[src/verilog/adcphi_pkg.sv]
// Package for the converter parallel host port
`default_nettype none
package adcphi_pkg;
   localparam int DataW       = 12;
   localparam int CfgW        = 8;
   // Configuration byte fields
   localparam int PwrHiPos    = 7;
   localparam int PwrLoPos    = 6;
   localparam int AcqModePos  = 5;
   // Conversion timing in conversion-clock ticks
   localparam int AcqTicks    = 4;
   localparam int ConvTicks   = 12;
   // Internal conversion clock divider (40 MHz / 8 = 5 MHz)
   localparam int IntClkDiv   = 8;
   localparam logic [CfgW-1:0] CfgReset = 8'h80;

   typedef enum logic [1:0]
   {
      PwrFull    = 2'b00,
      PwrStandby = 2'b01,
      PwrIntClk  = 2'b10,
      PwrExtClk  = 2'b11
   } adcphi_pwr_t;

   typedef enum logic [1:0]
   {
      StIdle = 2'b00,
      StAcq  = 2'b01,
      StConv = 2'b10
   } adcphi_state_t;

   // Host-side strobes after synchronisation
   typedef struct packed
   {
      logic csN;
      logic rdN;
      logic wrN;
      logic clk;
   } adcphi_pins_t;
endpackage
`default_nettype wire

[src/verilog/adcphi_host_port.sv]
// Parallel host port of a 12-bit converter
// Functional notes
// - Completion flag goes low when a conversion finishes and data is ready.
// - With chip select low, a read strobe fall starts driving the result.
// - Internal acquisition: write rise latches config and, in int or ext clock mode only, starts acq plus conv.
// - External acquisition: first write rise starts acq, second ends it and starts conv.
// - Chip select high floats the completion flag and all twelve data lines.
// - Low eight data lines are bidirectional, the top four output only.
// - Config bit five selects internal (0) or external (1) acquisition.
// - Config bits seven and six select power-down, standby, int or ext clock.
// - A read strobe fall returns the completion flag high.
`timescale 1ns/1ps
`default_nettype none
module adcphi_host_port
(
   input  wire logic                       sys_clk,
   input  wire logic                       nrst,
   input  wire logic                       csN,
   input  wire logic                       rdN,
   input  wire logic                       wrN,
   input  wire logic                       convClk,
   input  wire logic [7:0]                 dataIn,
   input  wire logic [adcphi_pkg::DataW-1:0] sampleIn,
   output var  logic [adcphi_pkg::DataW-1:0] dataOut,
   output var  logic [adcphi_pkg::DataW-1:0] dataOeN,
   output var  logic                       doneN,
   output var  logic                       doneOeN,
   output var  logic [adcphi_pkg::CfgW-1:0] cfgOut,
   output var  logic                       busy
);
   adcphi_pkg::adcphi_pins_t meta_q;
   adcphi_pkg::adcphi_pins_t pin_q;
   adcphi_pkg::adcphi_pins_t prev_q;
   logic [7:0]               dataMeta_q;
   logic [7:0]               dataSync_q;
   adcphi_pkg::adcphi_state_t state_q;
   logic [3:0]               tick_q;
   logic [2:0]               div_q;
   logic                     reading_q;
   logic                     convFall;
   logic                     intTick;
   logic                     tick;
   logic                     wrRise;
   logic                     rdFall;
   logic                     extAcq;
   logic                     convEnd;
   adcphi_pkg::adcphi_pwr_t  pwr;

   // Edge detectors on synchronised pins
   function automatic logic fellEdge(input logic cur, input logic prv);
      return !cur && prv;
   endfunction

   // Last tick of a counted phase
   function automatic logic atLast(input logic [3:0] cnt, input int len);
      return cnt == 4'(len - 1);
   endfunction

   // Two-stage synchronisers for pins
   always_ff @(posedge sys_clk)
   begin
      if (!nrst)
      begin
         meta_q     <= '{csN: 1'b1, rdN: 1'b1, wrN: 1'b1, clk: 1'b0};
         pin_q      <= '{csN: 1'b1, rdN: 1'b1, wrN: 1'b1, clk: 1'b0};
         prev_q     <= '{csN: 1'b1, rdN: 1'b1, wrN: 1'b1, clk: 1'b0};
         dataMeta_q <= 8'h00;
         dataSync_q <= 8'h00;
      end
      else
      begin
         meta_q     <= '{csN: csN, rdN: rdN, wrN: wrN, clk: convClk};
         pin_q      <= meta_q;
         prev_q     <= pin_q;
         dataMeta_q <= dataIn;
         dataSync_q <= dataMeta_q;
      end
   end

   assign wrRise   = !pin_q.csN && pin_q.wrN && !prev_q.wrN;
   assign rdFall   = !pin_q.csN && fellEdge(pin_q.rdN, prev_q.rdN);
   assign convFall = fellEdge(pin_q.clk, prev_q.clk);
   // Last conversion tick ends the cycle
   assign convEnd  = (state_q == adcphi_pkg::StConv) && tick
                     && atLast(tick_q, adcphi_pkg::ConvTicks);
   assign pwr      = adcphi_pkg::adcphi_pwr_t'(
                        cfgOut[adcphi_pkg::PwrHiPos:adcphi_pkg::PwrLoPos]);
   assign extAcq   = cfgOut[adcphi_pkg::AcqModePos];
   assign intTick  = (div_q == 3'(adcphi_pkg::IntClkDiv - 1));
   // External clock ticks on its falling edge internal from divider
   assign tick     = (pwr == adcphi_pkg::PwrExtClk) ? convFall : intTick;

   // Internal conversion clock divider
   always_ff @(posedge sys_clk)
   begin
      if (!nrst || intTick)
         div_q <= 3'h0;
      else
         div_q <= div_q + 3'h1;
   end

   // Configuration capture on write rise
   always_ff @(posedge sys_clk)
   begin
      if (!nrst)
         cfgOut <= adcphi_pkg::CfgReset;
      else if (wrRise && state_q == adcphi_pkg::StIdle)
         cfgOut <= {dataSync_q};
   end

   // Acquisition and conversion sequencer
   always_ff @(posedge sys_clk)
   begin
      if (!nrst)
      begin
         state_q <= adcphi_pkg::StIdle;
         tick_q  <= 4'h0;
      end
      else
      begin
         case (state_q)
            adcphi_pkg::StIdle:
               if (wrRise)
               begin
                  tick_q <= 4'h0;
                  if (dataSync_q[adcphi_pkg::AcqModePos])
                     state_q <= adcphi_pkg::StAcq;
                  else if (dataSync_q[adcphi_pkg::PwrHiPos])
                     state_q <= adcphi_pkg::StAcq;
               end
            adcphi_pkg::StAcq:
               if (extAcq)
               begin
                  if (wrRise)
                  begin
                     state_q <= adcphi_pkg::StConv;
                     tick_q  <= 4'h0;
                  end
               end
               else if (tick)
               begin
                  if (atLast(tick_q, adcphi_pkg::AcqTicks))
                  begin
                     state_q <= adcphi_pkg::StConv;
                     tick_q  <= 4'h0;
                  end
                  else
                     tick_q <= tick_q + 4'h1;
               end
            adcphi_pkg::StConv:
               if (tick)
               begin
                  if (convEnd)
                     state_q <= adcphi_pkg::StIdle;
                  else
                     tick_q <= tick_q + 4'h1;
               end
            default:
               state_q <= adcphi_pkg::StIdle;
         endcase
      end
   end

   // Busy while acquiring or converting
   always_ff @(posedge sys_clk)
   begin
      if (!nrst)
         busy <= 1'b0;
      else
         busy <= (state_q != adcphi_pkg::StIdle);
   end

   // Result latch and completion flag
   always_ff @(posedge sys_clk)
   begin
      if (!nrst)
      begin
         doneN   <= 1'b1;
         dataOut <= 12'h000;
      end
      else if (convEnd)
      begin
         doneN   <= 1'b0;
         dataOut <= sampleIn;
      end
      else if (rdFall)
         doneN <= 1'b1;
   end

   // Read window tracking
   always_ff @(posedge sys_clk)
   begin
      if (!nrst)
         reading_q <= 1'b0;
      else if (pin_q.csN || pin_q.rdN)
         reading_q <= 1'b0;
      else if (rdFall)
         reading_q <= 1'b1;
   end

   // Output enables, low while driving
   always_ff @(posedge sys_clk)
   begin
      if (!nrst)
      begin
         dataOeN <= 12'hfff;
         doneOeN <= 1'b1;
      end
      else
      begin
         doneOeN <= pin_q.csN;
         // All twelve lines enabled together; low eight shared with input
         dataOeN <= {adcphi_pkg::DataW{pin_q.csN || pin_q.rdN
                    || !(reading_q || rdFall)}};
      end
   end
endmodule // adcphi_host_port
`default_nettype wire

[config.mk]
export PLATFORM = sky130hd
export DESIGN_NAME = adcphi_host_port
export DESIGN_NICKNAME = d
export VERILOG_FILES = /design/src/verilog/adcphi_pkg.sv /design/src/verilog/adcphi_host_port.sv
export SDC_FILE = /design/constraint.sdc
export NUM_CORES = 1
export LEC_CHECK = 0
export BUFFER_PORTS_ARGS = -buffer_cell sky130_fd_sc_hd__buf_2
export CORE_MARGIN = 2
export CORE_UTILIZATION = 45
export DETAILED_ROUTE_END_ITERATION = 8
export PLACE_DENSITY = 0.67
export RECOVER_POWER = 50
export SLEW_MARGIN = 10
export SYNTH_ARGS = -nofsm -noshare
export SYNTH_HDL_FRONTEND = slang
export SYNTH_SLANG_ARGS = --single-unit
[constraint.sdc]
create_clock -name sys_clk -period 3 [get_ports sys_clk]
set_clock_uncertainty 0.05 [all_clocks]
set_input_delay 0.6 -clock sys_clk [delete_from_list [all_inputs] [get_ports sys_clk]]
set_output_delay 0.6 -clock sys_clk [all_outputs]
set_load 0.02 [all_outputs]
==> results of run 1 <==
state kept, by name, indices dropped and copies added (netlist names), 2 cells and up:
name and count:
div_q 3, tick_q 4, state_q 2, dataMeta_q 8, cfgOut 8, prev_q 3, dataSync_q 8, pin_q 4
meta_q 4, dataOut 12
Yosys cell counts, types with 2 or more instances:
master	number
sky130_fd_sc_hd__mux2i_1	12
sky130_fd_sc_hd__o21ai_0	4
sky130_fd_sc_hd__nand3_1	5
sky130_fd_sc_hd__and3b_1	2
sky130_fd_sc_hd__nor2_1	4
sky130_fd_sc_hd__nand2_1	21
sky130_fd_sc_hd__nor3b_1	3
sky130_fd_sc_hd__buf_4	12
sky130_fd_sc_hd__a22o_1	2
sky130_fd_sc_hd__ha_1	8
sky130_fd_sc_hd__a21boi_0	8
sky130_fd_sc_hd__a21oi_1	2
sky130_fd_sc_hd__and2_1	20
sky130_fd_sc_hd__nand2b_1	10
sky130_fd_sc_hd__nor2b_1	14
sky130_fd_sc_hd__inv_1	4
sky130_fd_sc_hd__clkbuf_1	7
sky130_fd_sc_hd__dfxtp_1	61
worst paths after layout:
kind,from,endpoint,slack (ns),cells after the start
min,meta_q[2],pin_q[2],0.35,1
min reg2reg,meta_q[2],pin_q[2],0.35,1
max,nrst,dataOeN[0],0.75,4
max reg2reg,div_q[0],tick_q[3],0.80,6
layer usage:
metal	GRT usage (%)	vias up	routed length, um
met5	0	-	0
met4	7.14	0	59
met3	7.10	5	198
met2	22.9	38	1760
met1	15.6	687	1600
li1	-	801	-
final cells by class:
class | count | area share (%)
repair buffers | 62 | 10.6
well taps | 67 | 3.05
flip-flops and latches | 61 | 44.4
clock inverters | 4 | 3.46
clock buffers | 12 | 5.28
inverters | 4 | 0.546
multi-input cells | 129 | 32.6
cells by family (layout without fill, tap and decap cells):
group,after synthesis,in the layout,share of synthesized area (%)
flops,61,61,54.0
buf+inv,24,82,6.31
compound gates,25,25,8.52
simple gates,83,83,20.9
mux,13,13,5.81
fa+ha+maj,8,8,4.43
per-stage QoR:
| stage | util, % | total power [mW] | hold slack, ns | worst slack (ns) | cell area, um2 |
|---|---|---|---|---|---|
| 2_1_floorplan | - | 0.914 | 0.336 | 0.869 | 2260 |
| 3_3_place_gp | 52.9 | 0.942 | 0.344 | 0.916 | 2530 |
| 3_5_place_dp | 52.9 | 0.943 | 0.342 | 0.833 | 2530 |
| 4_1_cts | 57.9 | 1.81 | 0.353 | 0.797 | 2770 |
| 5_1_grt | 57.4 | 1.86 | 0.376 | 0.444 | 2750 |
| 6_report | 57.4 | 1.79 | 0.351 | 0.749 | 2750 |
where the power goes:
| part | switching [mW] | total (mW) | leakage (nW) | internal, mW |
|---|---|---|---|---|
| sequential | 0.00818 | 0.841 | 0.498 | 0.833 |
| clock | 0.291 | 0.864 | 0.121 | 0.574 |
| combinational | 0.0397 | 0.0812 | 0.484 | 0.0415 |
==> impl_summary.md, run 1 <==
Power and ir drop
The peak ir drop on the vdd network is between 0.3 and 0.4 mV. The leakage power figure is roughly 1.1 nW. Power spread over the standard cell area amounts to ~650 mW/mm2.

Floorplan
The x dimension of the die is about 75 um. During I/O placement, the number of pins put on the boundary was 61. The y dimension of the die is about 75 um. For this configuration, the core starts out at a cell density of between 40% and 50%. The floorplan has 25 rows. The region available for standard cell placement spans between 0.004 and 0.005 mm2. The floorplan step defined a die boundary enclosing 0.00561 mm2.

CTS
Clock latency on the worst-skew pair, taken at its later pin, is approximately 0.33 ns. The number of levels in the clock H-tree is 3. The number of post-CTS setup repair buffers is 0. The number of gates resized after CTS was 0. The cts-stage hold buffer count is 0. The clock tree from TritonCTS is built. The maximum buffer depth of the clock tree is 2. Clock-pin slew was measured on the worst setup and hold paths at 0.06 ns. In this run the clock root is driven by a sky130_fd_sc_hd__clkbuf_8. TritonCTS created 9 clock buffers.

The clock net in this run drives a total of 61 sinks.

Logic synthesis
The top cell type's share of synthesized area is a little over half. By area the synthesized netlist is led by sky130_fd_sc_hd__dfxtp_1, sky130_fd_sc_hd__and2_1, sky130_fd_sc_hd__mux2i_1. Counting flops and latches in the post-synthesis netlist gives 61. The number of enable-type register cells in the synthesized netlist is 0. During synthesis, Yosys emitted a total of 0 warnings. After synthesis the cells add up to approximately 0.0023 mm2. The net count of the mapped netlist is ~250. The mean area per synthesized cell is roughly 11 um2. The share of synthesized flip-flops with an asynchronous set or reset is 0%. Among all flip-flop cells after synthesis, the most frequent one is sky130_fd_sc_hd__dfxtp_1.

The portion of the post-synthesis area used by sequential elements is between 50% and 60%. sky130_fd_sc_hd__dfxtp_1 takes more of the synthesized area than any other cell. The number of different library cells in the post-synthesis netlist is 33.

Synthesis handed over a netlist of 214 instances.

STA
The actual slew at the worst max-slew pin is ~1.4 ns. Timing would allow up to ~440 MHz. The total count of hold-check failures in the final report is 0.

The worst path in the final design needs a cycle of between 2 and 2.5 ns, including I/O delays and setup. Setup repair after global routing left no endpoint under its margin. Setup violations remaining at the end of the flow were counted as 0. The final-report max-slew violation count came to 0.

In the finished design, the share of the clock period the worst path needs comes to between 70% and 80%. The relative slew slack is 9.50%. For the final routed database, the setup TNS stands at 0 ns.

Critical path
The critical path is of the in -> reg type. Traced cell by cell, the critical path runs through buf_2 -> clkbuf_1 -> nand2b_1 -> or3_1. The type of element launching the critical path is an input port. The data arrival time of the critical path is between 2 and 2.5 ns. Data on the critical path is required at its endpoint by between 3 and 4 ns.

The highest fanout seen on the critical path is 41. In this design, the largest share of critical-path delay is due to buffers and inverters. The count of buffer and inverter cells on the critical path is 2. For this design, the slowest cell found on the critical path is sky130_fd_sc_hd__clkbuf_1. The largest stage delay on the critical path is 1.03 ns.

The worst setup path is captured at a flip-flop.

Final layout
0 antenna diodes ended up in the layout. Excluding fillers, the count of instances in the completed layout stands at ~340. The most common library cell in the layout ignoring fill and taps is sky130_fd_sc_hd__dfxtp_1. The final layout contains approximately 300 nets. The area growth from synthesis to layout is 21.6%. The top cell types in the final layout, fill and taps aside, are sky130_fd_sc_hd__dfxtp_1, sky130_fd_sc_hd__buf_2, sky130_fd_sc_hd__nand2_1. The multi-input combinational cells in the finished layout cover a total of between 800 and 900 um2. The register cell area after layout is 0.00122 mm2. In the final layout, the share of cells above drive strength 1 is 23.5%. The filler cells instantiated in the layout total 443.

Min path
The worst hold path class is reg -> reg.

Detailed routing
The routed layout has between 1500 and 2000 vias. The average via count per standard cell is around 4.5. The remaining antenna violation count after routing is 0. The final layout contains routed wiring with a total length of between 3000 and 4000 um. After the first detailed-routing iteration, the DRC count stood at 63. For this run, design rule violations remaining after detail routing come to 0. After detailed routing, the average wire length per cell comes to ~11 um. The total iterations of the first detailed-routing run is 4.

Global routing
The first-pass GRT wire length is 5870 um. The final global-route overflow total is 0. Entering global routing, the biggest net connects 42 pins. The initial antenna violation count was 0. The global-route usage over all layers is ~14%. The via count of the first global-routing pass is ~1300.

Status
The run finished with clean final reports.

Place
The placer congestion estimate is about 0.75. Counting tap cells, the placed design contains a total of about 320 instances. After legalization and detailed placement, the total HPWL measured approximately 2500 um. During placement, the flow inserted port buffers numbering 60.

Flow run
The reported max-cap violation count is 0.
No activity file was read; power rests on OpenSTA's default activity.
==> run 2, diff against run 1 <==
--- a/config.mk
+++ b/config.mk
@@ -5,6 +5,7 @@
 export SDC_FILE = /design/constraint.sdc
 export NUM_CORES = 1
 export LEC_CHECK = 0
+export ABC_AREA = 1
 export BUFFER_PORTS_ARGS = -buffer_cell sky130_fd_sc_hd__buf_2
 export CORE_MARGIN = 2
 export CORE_UTILIZATION = 45
==> constraint.sdc (replaced) <==
create_clock -name sys_clk -period 2.4 [get_ports sys_clk]
set_clock_uncertainty 0.05 [all_clocks]
set_input_delay 0.48 -clock sys_clk [delete_from_list [all_inputs] [get_ports sys_clk]]
set_output_delay 0.48 -clock sys_clk [all_outputs]
set_load 0.02 [all_outputs]
==> run 2 against run 1 <==
Compared with the run above: the run now ends with capacitance limit, slew limit left; area after synthesis grew 4.8%; cell area grew 2.3%; worst hold slack lost 0.075 ns; clock-buffer cell count shrank 3; cell count grew 25%; worst setup slack lost 0.33 ns; via count grew 15%.
==> impl_summary.md, run 2 <==
CTS
The number of levels in the clock H-tree is 3. After clock tree synthesis, the clock-pin slew on the worst setup and hold paths is roughly 0.07 ns. The clock net in this run drives a total of 61 sinks. No sink is reached through more buffers than the 2 on the longest clock path. Clock latency on the worst-skew pair, taken at its later pin, is between 0.3 and 0.4 ns. The cts-stage hold buffer count is 0. The clock tree from TritonCTS is built.

CTS placed an instance of sky130_fd_sc_hd__clkbuf_8 at the clock tree root. Gates resized during post-CTS repair numbered 0. The CTS buffer count is 9. In this run the post-CTS setup repair buffer count came out at 0.

Place
Buffers placed on the I/O ports in this run total 60. The HPWL after detailed placement is between 2000 and 3000 um. Timing analysis after detailed placement gives a worst setup slack of slightly below 0.5 ns. After detailed placement, the total cell area comes to 0.00263 mm2. Routability-driven placement finished with a final weighted congestion of just over 0.8.

Min path
The path class of the tightest hold or removal check is in -> reg. In this run the most critical hold path is launched from dataIn[0].

Power and ir drop
The total power divided by cell area is 874 mW/mm2. IR analysis of the VDD net gives a maximum drop of 0.498 mV. The leakage power figure is 1.37 nW.

Logic synthesis
The synthesized instance count is between 200 and 300. By instance count, the leading cell after synthesis is sky130_fd_sc_hd__inv_1. The dominant synthesized flop cell is sky130_fd_sc_hd__dfxtp_1. The commonest cells after synthesis are sky130_fd_sc_hd__inv_1, sky130_fd_sc_hd__dfxtp_1, sky130_fd_sc_hd__nand2_1, sky130_fd_sc_hd__a21oi_1, sky130_fd_sc_hd__o21ai_0.

The biggest area consumer among synthesized cells is sky130_fd_sc_hd__dfxtp_1. A synthesized cell averages approximately 8.0 um2. Sorting the synthesized cells by area gives the leading types as sky130_fd_sc_hd__dfxtp_1, sky130_fd_sc_hd__inv_1, sky130_fd_sc_hd__nand2_1. The top cell type by area accounts for just over 50% of the synthesized area. The flop and latch count out of synthesis is between 60 and 70.

Counting flops with a built-in enable in the synthesized netlist gives 0. The net count of the mapped netlist is between 300 and 400. After synthesis, flip-flops and latches occupy 51.5% of the total area. The Yosys step of the flow raised 0 warnings. The number of different library cells in the post-synthesis netlist is 23. The total standard cell area after synthesis is around 0.0024 mm2. Of all flip-flops after synthesis, the portion carrying an async set or reset was 0%.

Critical path
STA classifies the critical path endpoint as a flip-flop. The data arrival time of the critical path is 2.18 ns. The largest single stage delay on the critical path is between 1 and 1.5 ns.

The critical path goes through buf_2 -> clkbuf_1 -> o21ai_0 -> a21oi_1. The number of buffers and inverters on the critical path is 2. The type of the setup path with the least slack is in -> reg. Broken down by cell family, the worst path's largest delay share belongs to buffers and inverters.

Along the worst path, the maximum fanout reaches between 40 and 50. The worst setup path is launched from an input port. The standard cell with the maximum stage delay on the critical path is sky130_fd_sc_hd__clkbuf_1. STA puts the critical path data required time at between 2 and 3 ns. The launching point of the worst reg2reg path is state_q[0]. The most critical setup path has its startpoint at nrst.

STA
The final setup violation count is 0. The final critical path takes up 82.4% of the cycle. Summed over all failing endpoints, the final setup total negative slack is 0 ns. The worst path meets setup with 0.422 ns of slack. The total count of hold-check failures in the final report is 0.

The top achievable clock speed is 506 MHz. Setup repair after global routing left no endpoint under its margin. At the pin with the least slew margin, the transition time is 1.57 ns.

The routed design could run at a clock period as short as about 2.0 ns. Measured against its own limit, the worst slew margin works out to -4.63%. The final-report max-slew violation count is 44.

Detailed routing
In this run, the number of DRC markers left after iteration 0 of detailed routing was 58. The detail route stage leaves a number of antenna-violating nets equal to 0. Detailed routing inserted a total of 1762 vias. Before antenna repair, the detailed router went through 4 iterations. The routed design has approximately 4100 um of wire. The average via count per standard cell is about 4.2. For this run, design rule violations remaining after detail routing come to 0.

In the final routed layout, each cell accounts on average for approximately 9.7 um.

Flow run
The reported max-cap violation count is 1.

Final layout
The number of antenna repair diodes is 0. In the layout the commonest cells are sky130_fd_sc_hd__inv_1, sky130_fd_sc_hd__dfxtp_1, sky130_fd_sc_hd__nand2_1. Ranked by flip-flop count, first place goes to dataOut.

The number of nets in the layout is 382. The fraction of the core area covered by cells at the end of the flow is around 55%. The finished layout cell area is roughly 0.0028 mm2.

The register with the most flip-flops in the layout has 12 of them. Counting the fill cells in the layout gives between 500 and 600. The area growth from synthesis to layout is 18.6%. Of the cells placed in the final design, the portion with a size suffix greater than 1 is ~22%. Leaving out fill and tap cells, the most frequent cell in the layout is sky130_fd_sc_hd__inv_1.

Global routing
The via count of the first global-routing pass is 1554. The global-route usage over all layers is ~15%. The first global-routing pass estimated about 6800 um of wire. For this run the aggregate overflow at the end of global routing stands at 0. The initial antenna violation count is 0. Entering global routing, the biggest net connects 44 pins.

Floorplan
The core outline area is 0.00511 mm2. The floorplan has 26 rows. The count of boundary I/O pins is approximately 60. The die covers 0.00586 mm2.

The y dimension of the die is 76.6 um. From left edge to right edge, the die measures 76.6 um. The initial utilization of the core area, before any placement, comes to 46.4%.

Status
The flow ran to the end, but the final reports show violations. The checks that failed: capacitance limit, slew limit.
==> run 2: changes by cell type after synthesis, sizes merged, moves of 6 or more <==
| cell | before | now |
|---|---|---|
| inv | 4 | 65 |
| nand2 | 21 | 51 |
| a21oi | 2 | 26 |
| and2 | 20 | 0 |
| o21ai | 4 | 23 |
| nor2b | 14 | 0 |
| nor2 | 4 | 17 |
| mux2i | 12 | 0 |
| nand2b | 10 | 0 |
| a21boi | 9 | 1 |
| or2 | 1 | 9 |
| nand3 | 5 | 11 |
==> run 2: layout make-up <==
| cell class | count | area, um2 | area share, % |
|---|---|---|---|
| tap | 70 | 87.6 | 3.12 |
| multi-input combinational | 150 | 773 | 27.5 |
| timing repair buffer | 61 | 287 | 10.2 |
| inverter | 65 | 244 | 8.68 |
| sequential | 61 | 1220 | 43.4 |
| clock buffer | 9 | 124 | 4.41 |
| clock inverter | 7 | 75.1 | 2.67 |
==> run 2: final timing paths <==
check                  end  slack, ns  depth (start not counted)
min reg2reg  dataSync_q[7]       0.36                          2
min          dataMeta_q[0]       0.28                          3
max reg2reg     state_q[1]       0.45                          9
max            dataOut[10]       0.42                          4
==> run 2: metal layers <==
layer	share of wire [%]	GRT usage, %	up-vias
met1	49	16.7	725
met3	4.6	4.74	10
met2	45	24.0	41
met5	0	0	-
met4	2.3	8.73	0
li1	-	-	986
==> run 2: logic make-up (layout without fill, tap and decap cells) <==
family | after synthesis | in the layout | share of synthesized area [%]
adder cells (fa/ha/maj) | 8 | 8 | 4.22
XOR/XNOR | 1 | 1 | 0.370
flip-flops | 61 | 61 | 51.5
buffers and inverters | 86 | 142 | 15.8
AO/OA/AOI/OAI | 51 | 51 | 11.0
AND/OR/NAND/NOR | 90 | 90 | 17.1
==> run 2: through the flow <==
stage          hold slack (ns)  total power, mW  cells
5_1_grt                  0.272             2.60    423
4_1_cts                  0.260             2.48    423
6_report                 0.276             2.46    423
3_3_place_gp             0.344             1.58    407
3_5_place_dp             0.345             1.58    407
2_1_floorplan            0.340             1.48    297
==> run 2: worst reg2reg max path, stage by stage, from the launching register on <==
cell	delay, ns
sky130_fd_sc_hd__dfxtp_1	0.34
sky130_fd_sc_hd__inv_1	0.11
sky130_fd_sc_hd__ha_1	0.21
sky130_fd_sc_hd__nand2_1	0.07
sky130_fd_sc_hd__nor2_1	0.12
sky130_fd_sc_hd__nand3_2	0.39
sky130_fd_sc_hd__a21oi_1	0.34
sky130_fd_sc_hd__nand3_1	0.09
sky130_fd_sc_hd__nand2_1	0.07
sky130_fd_sc_hd__nor2_1	0.05
==> run 2: power by group <==
group | switching [mW] | total, mW | internal, mW
logic | 0.295 | 0.469 | 0.173
clock network | 0.410 | 0.894 | 0.484
registers | 0.0318 | 1.10 | 1.06
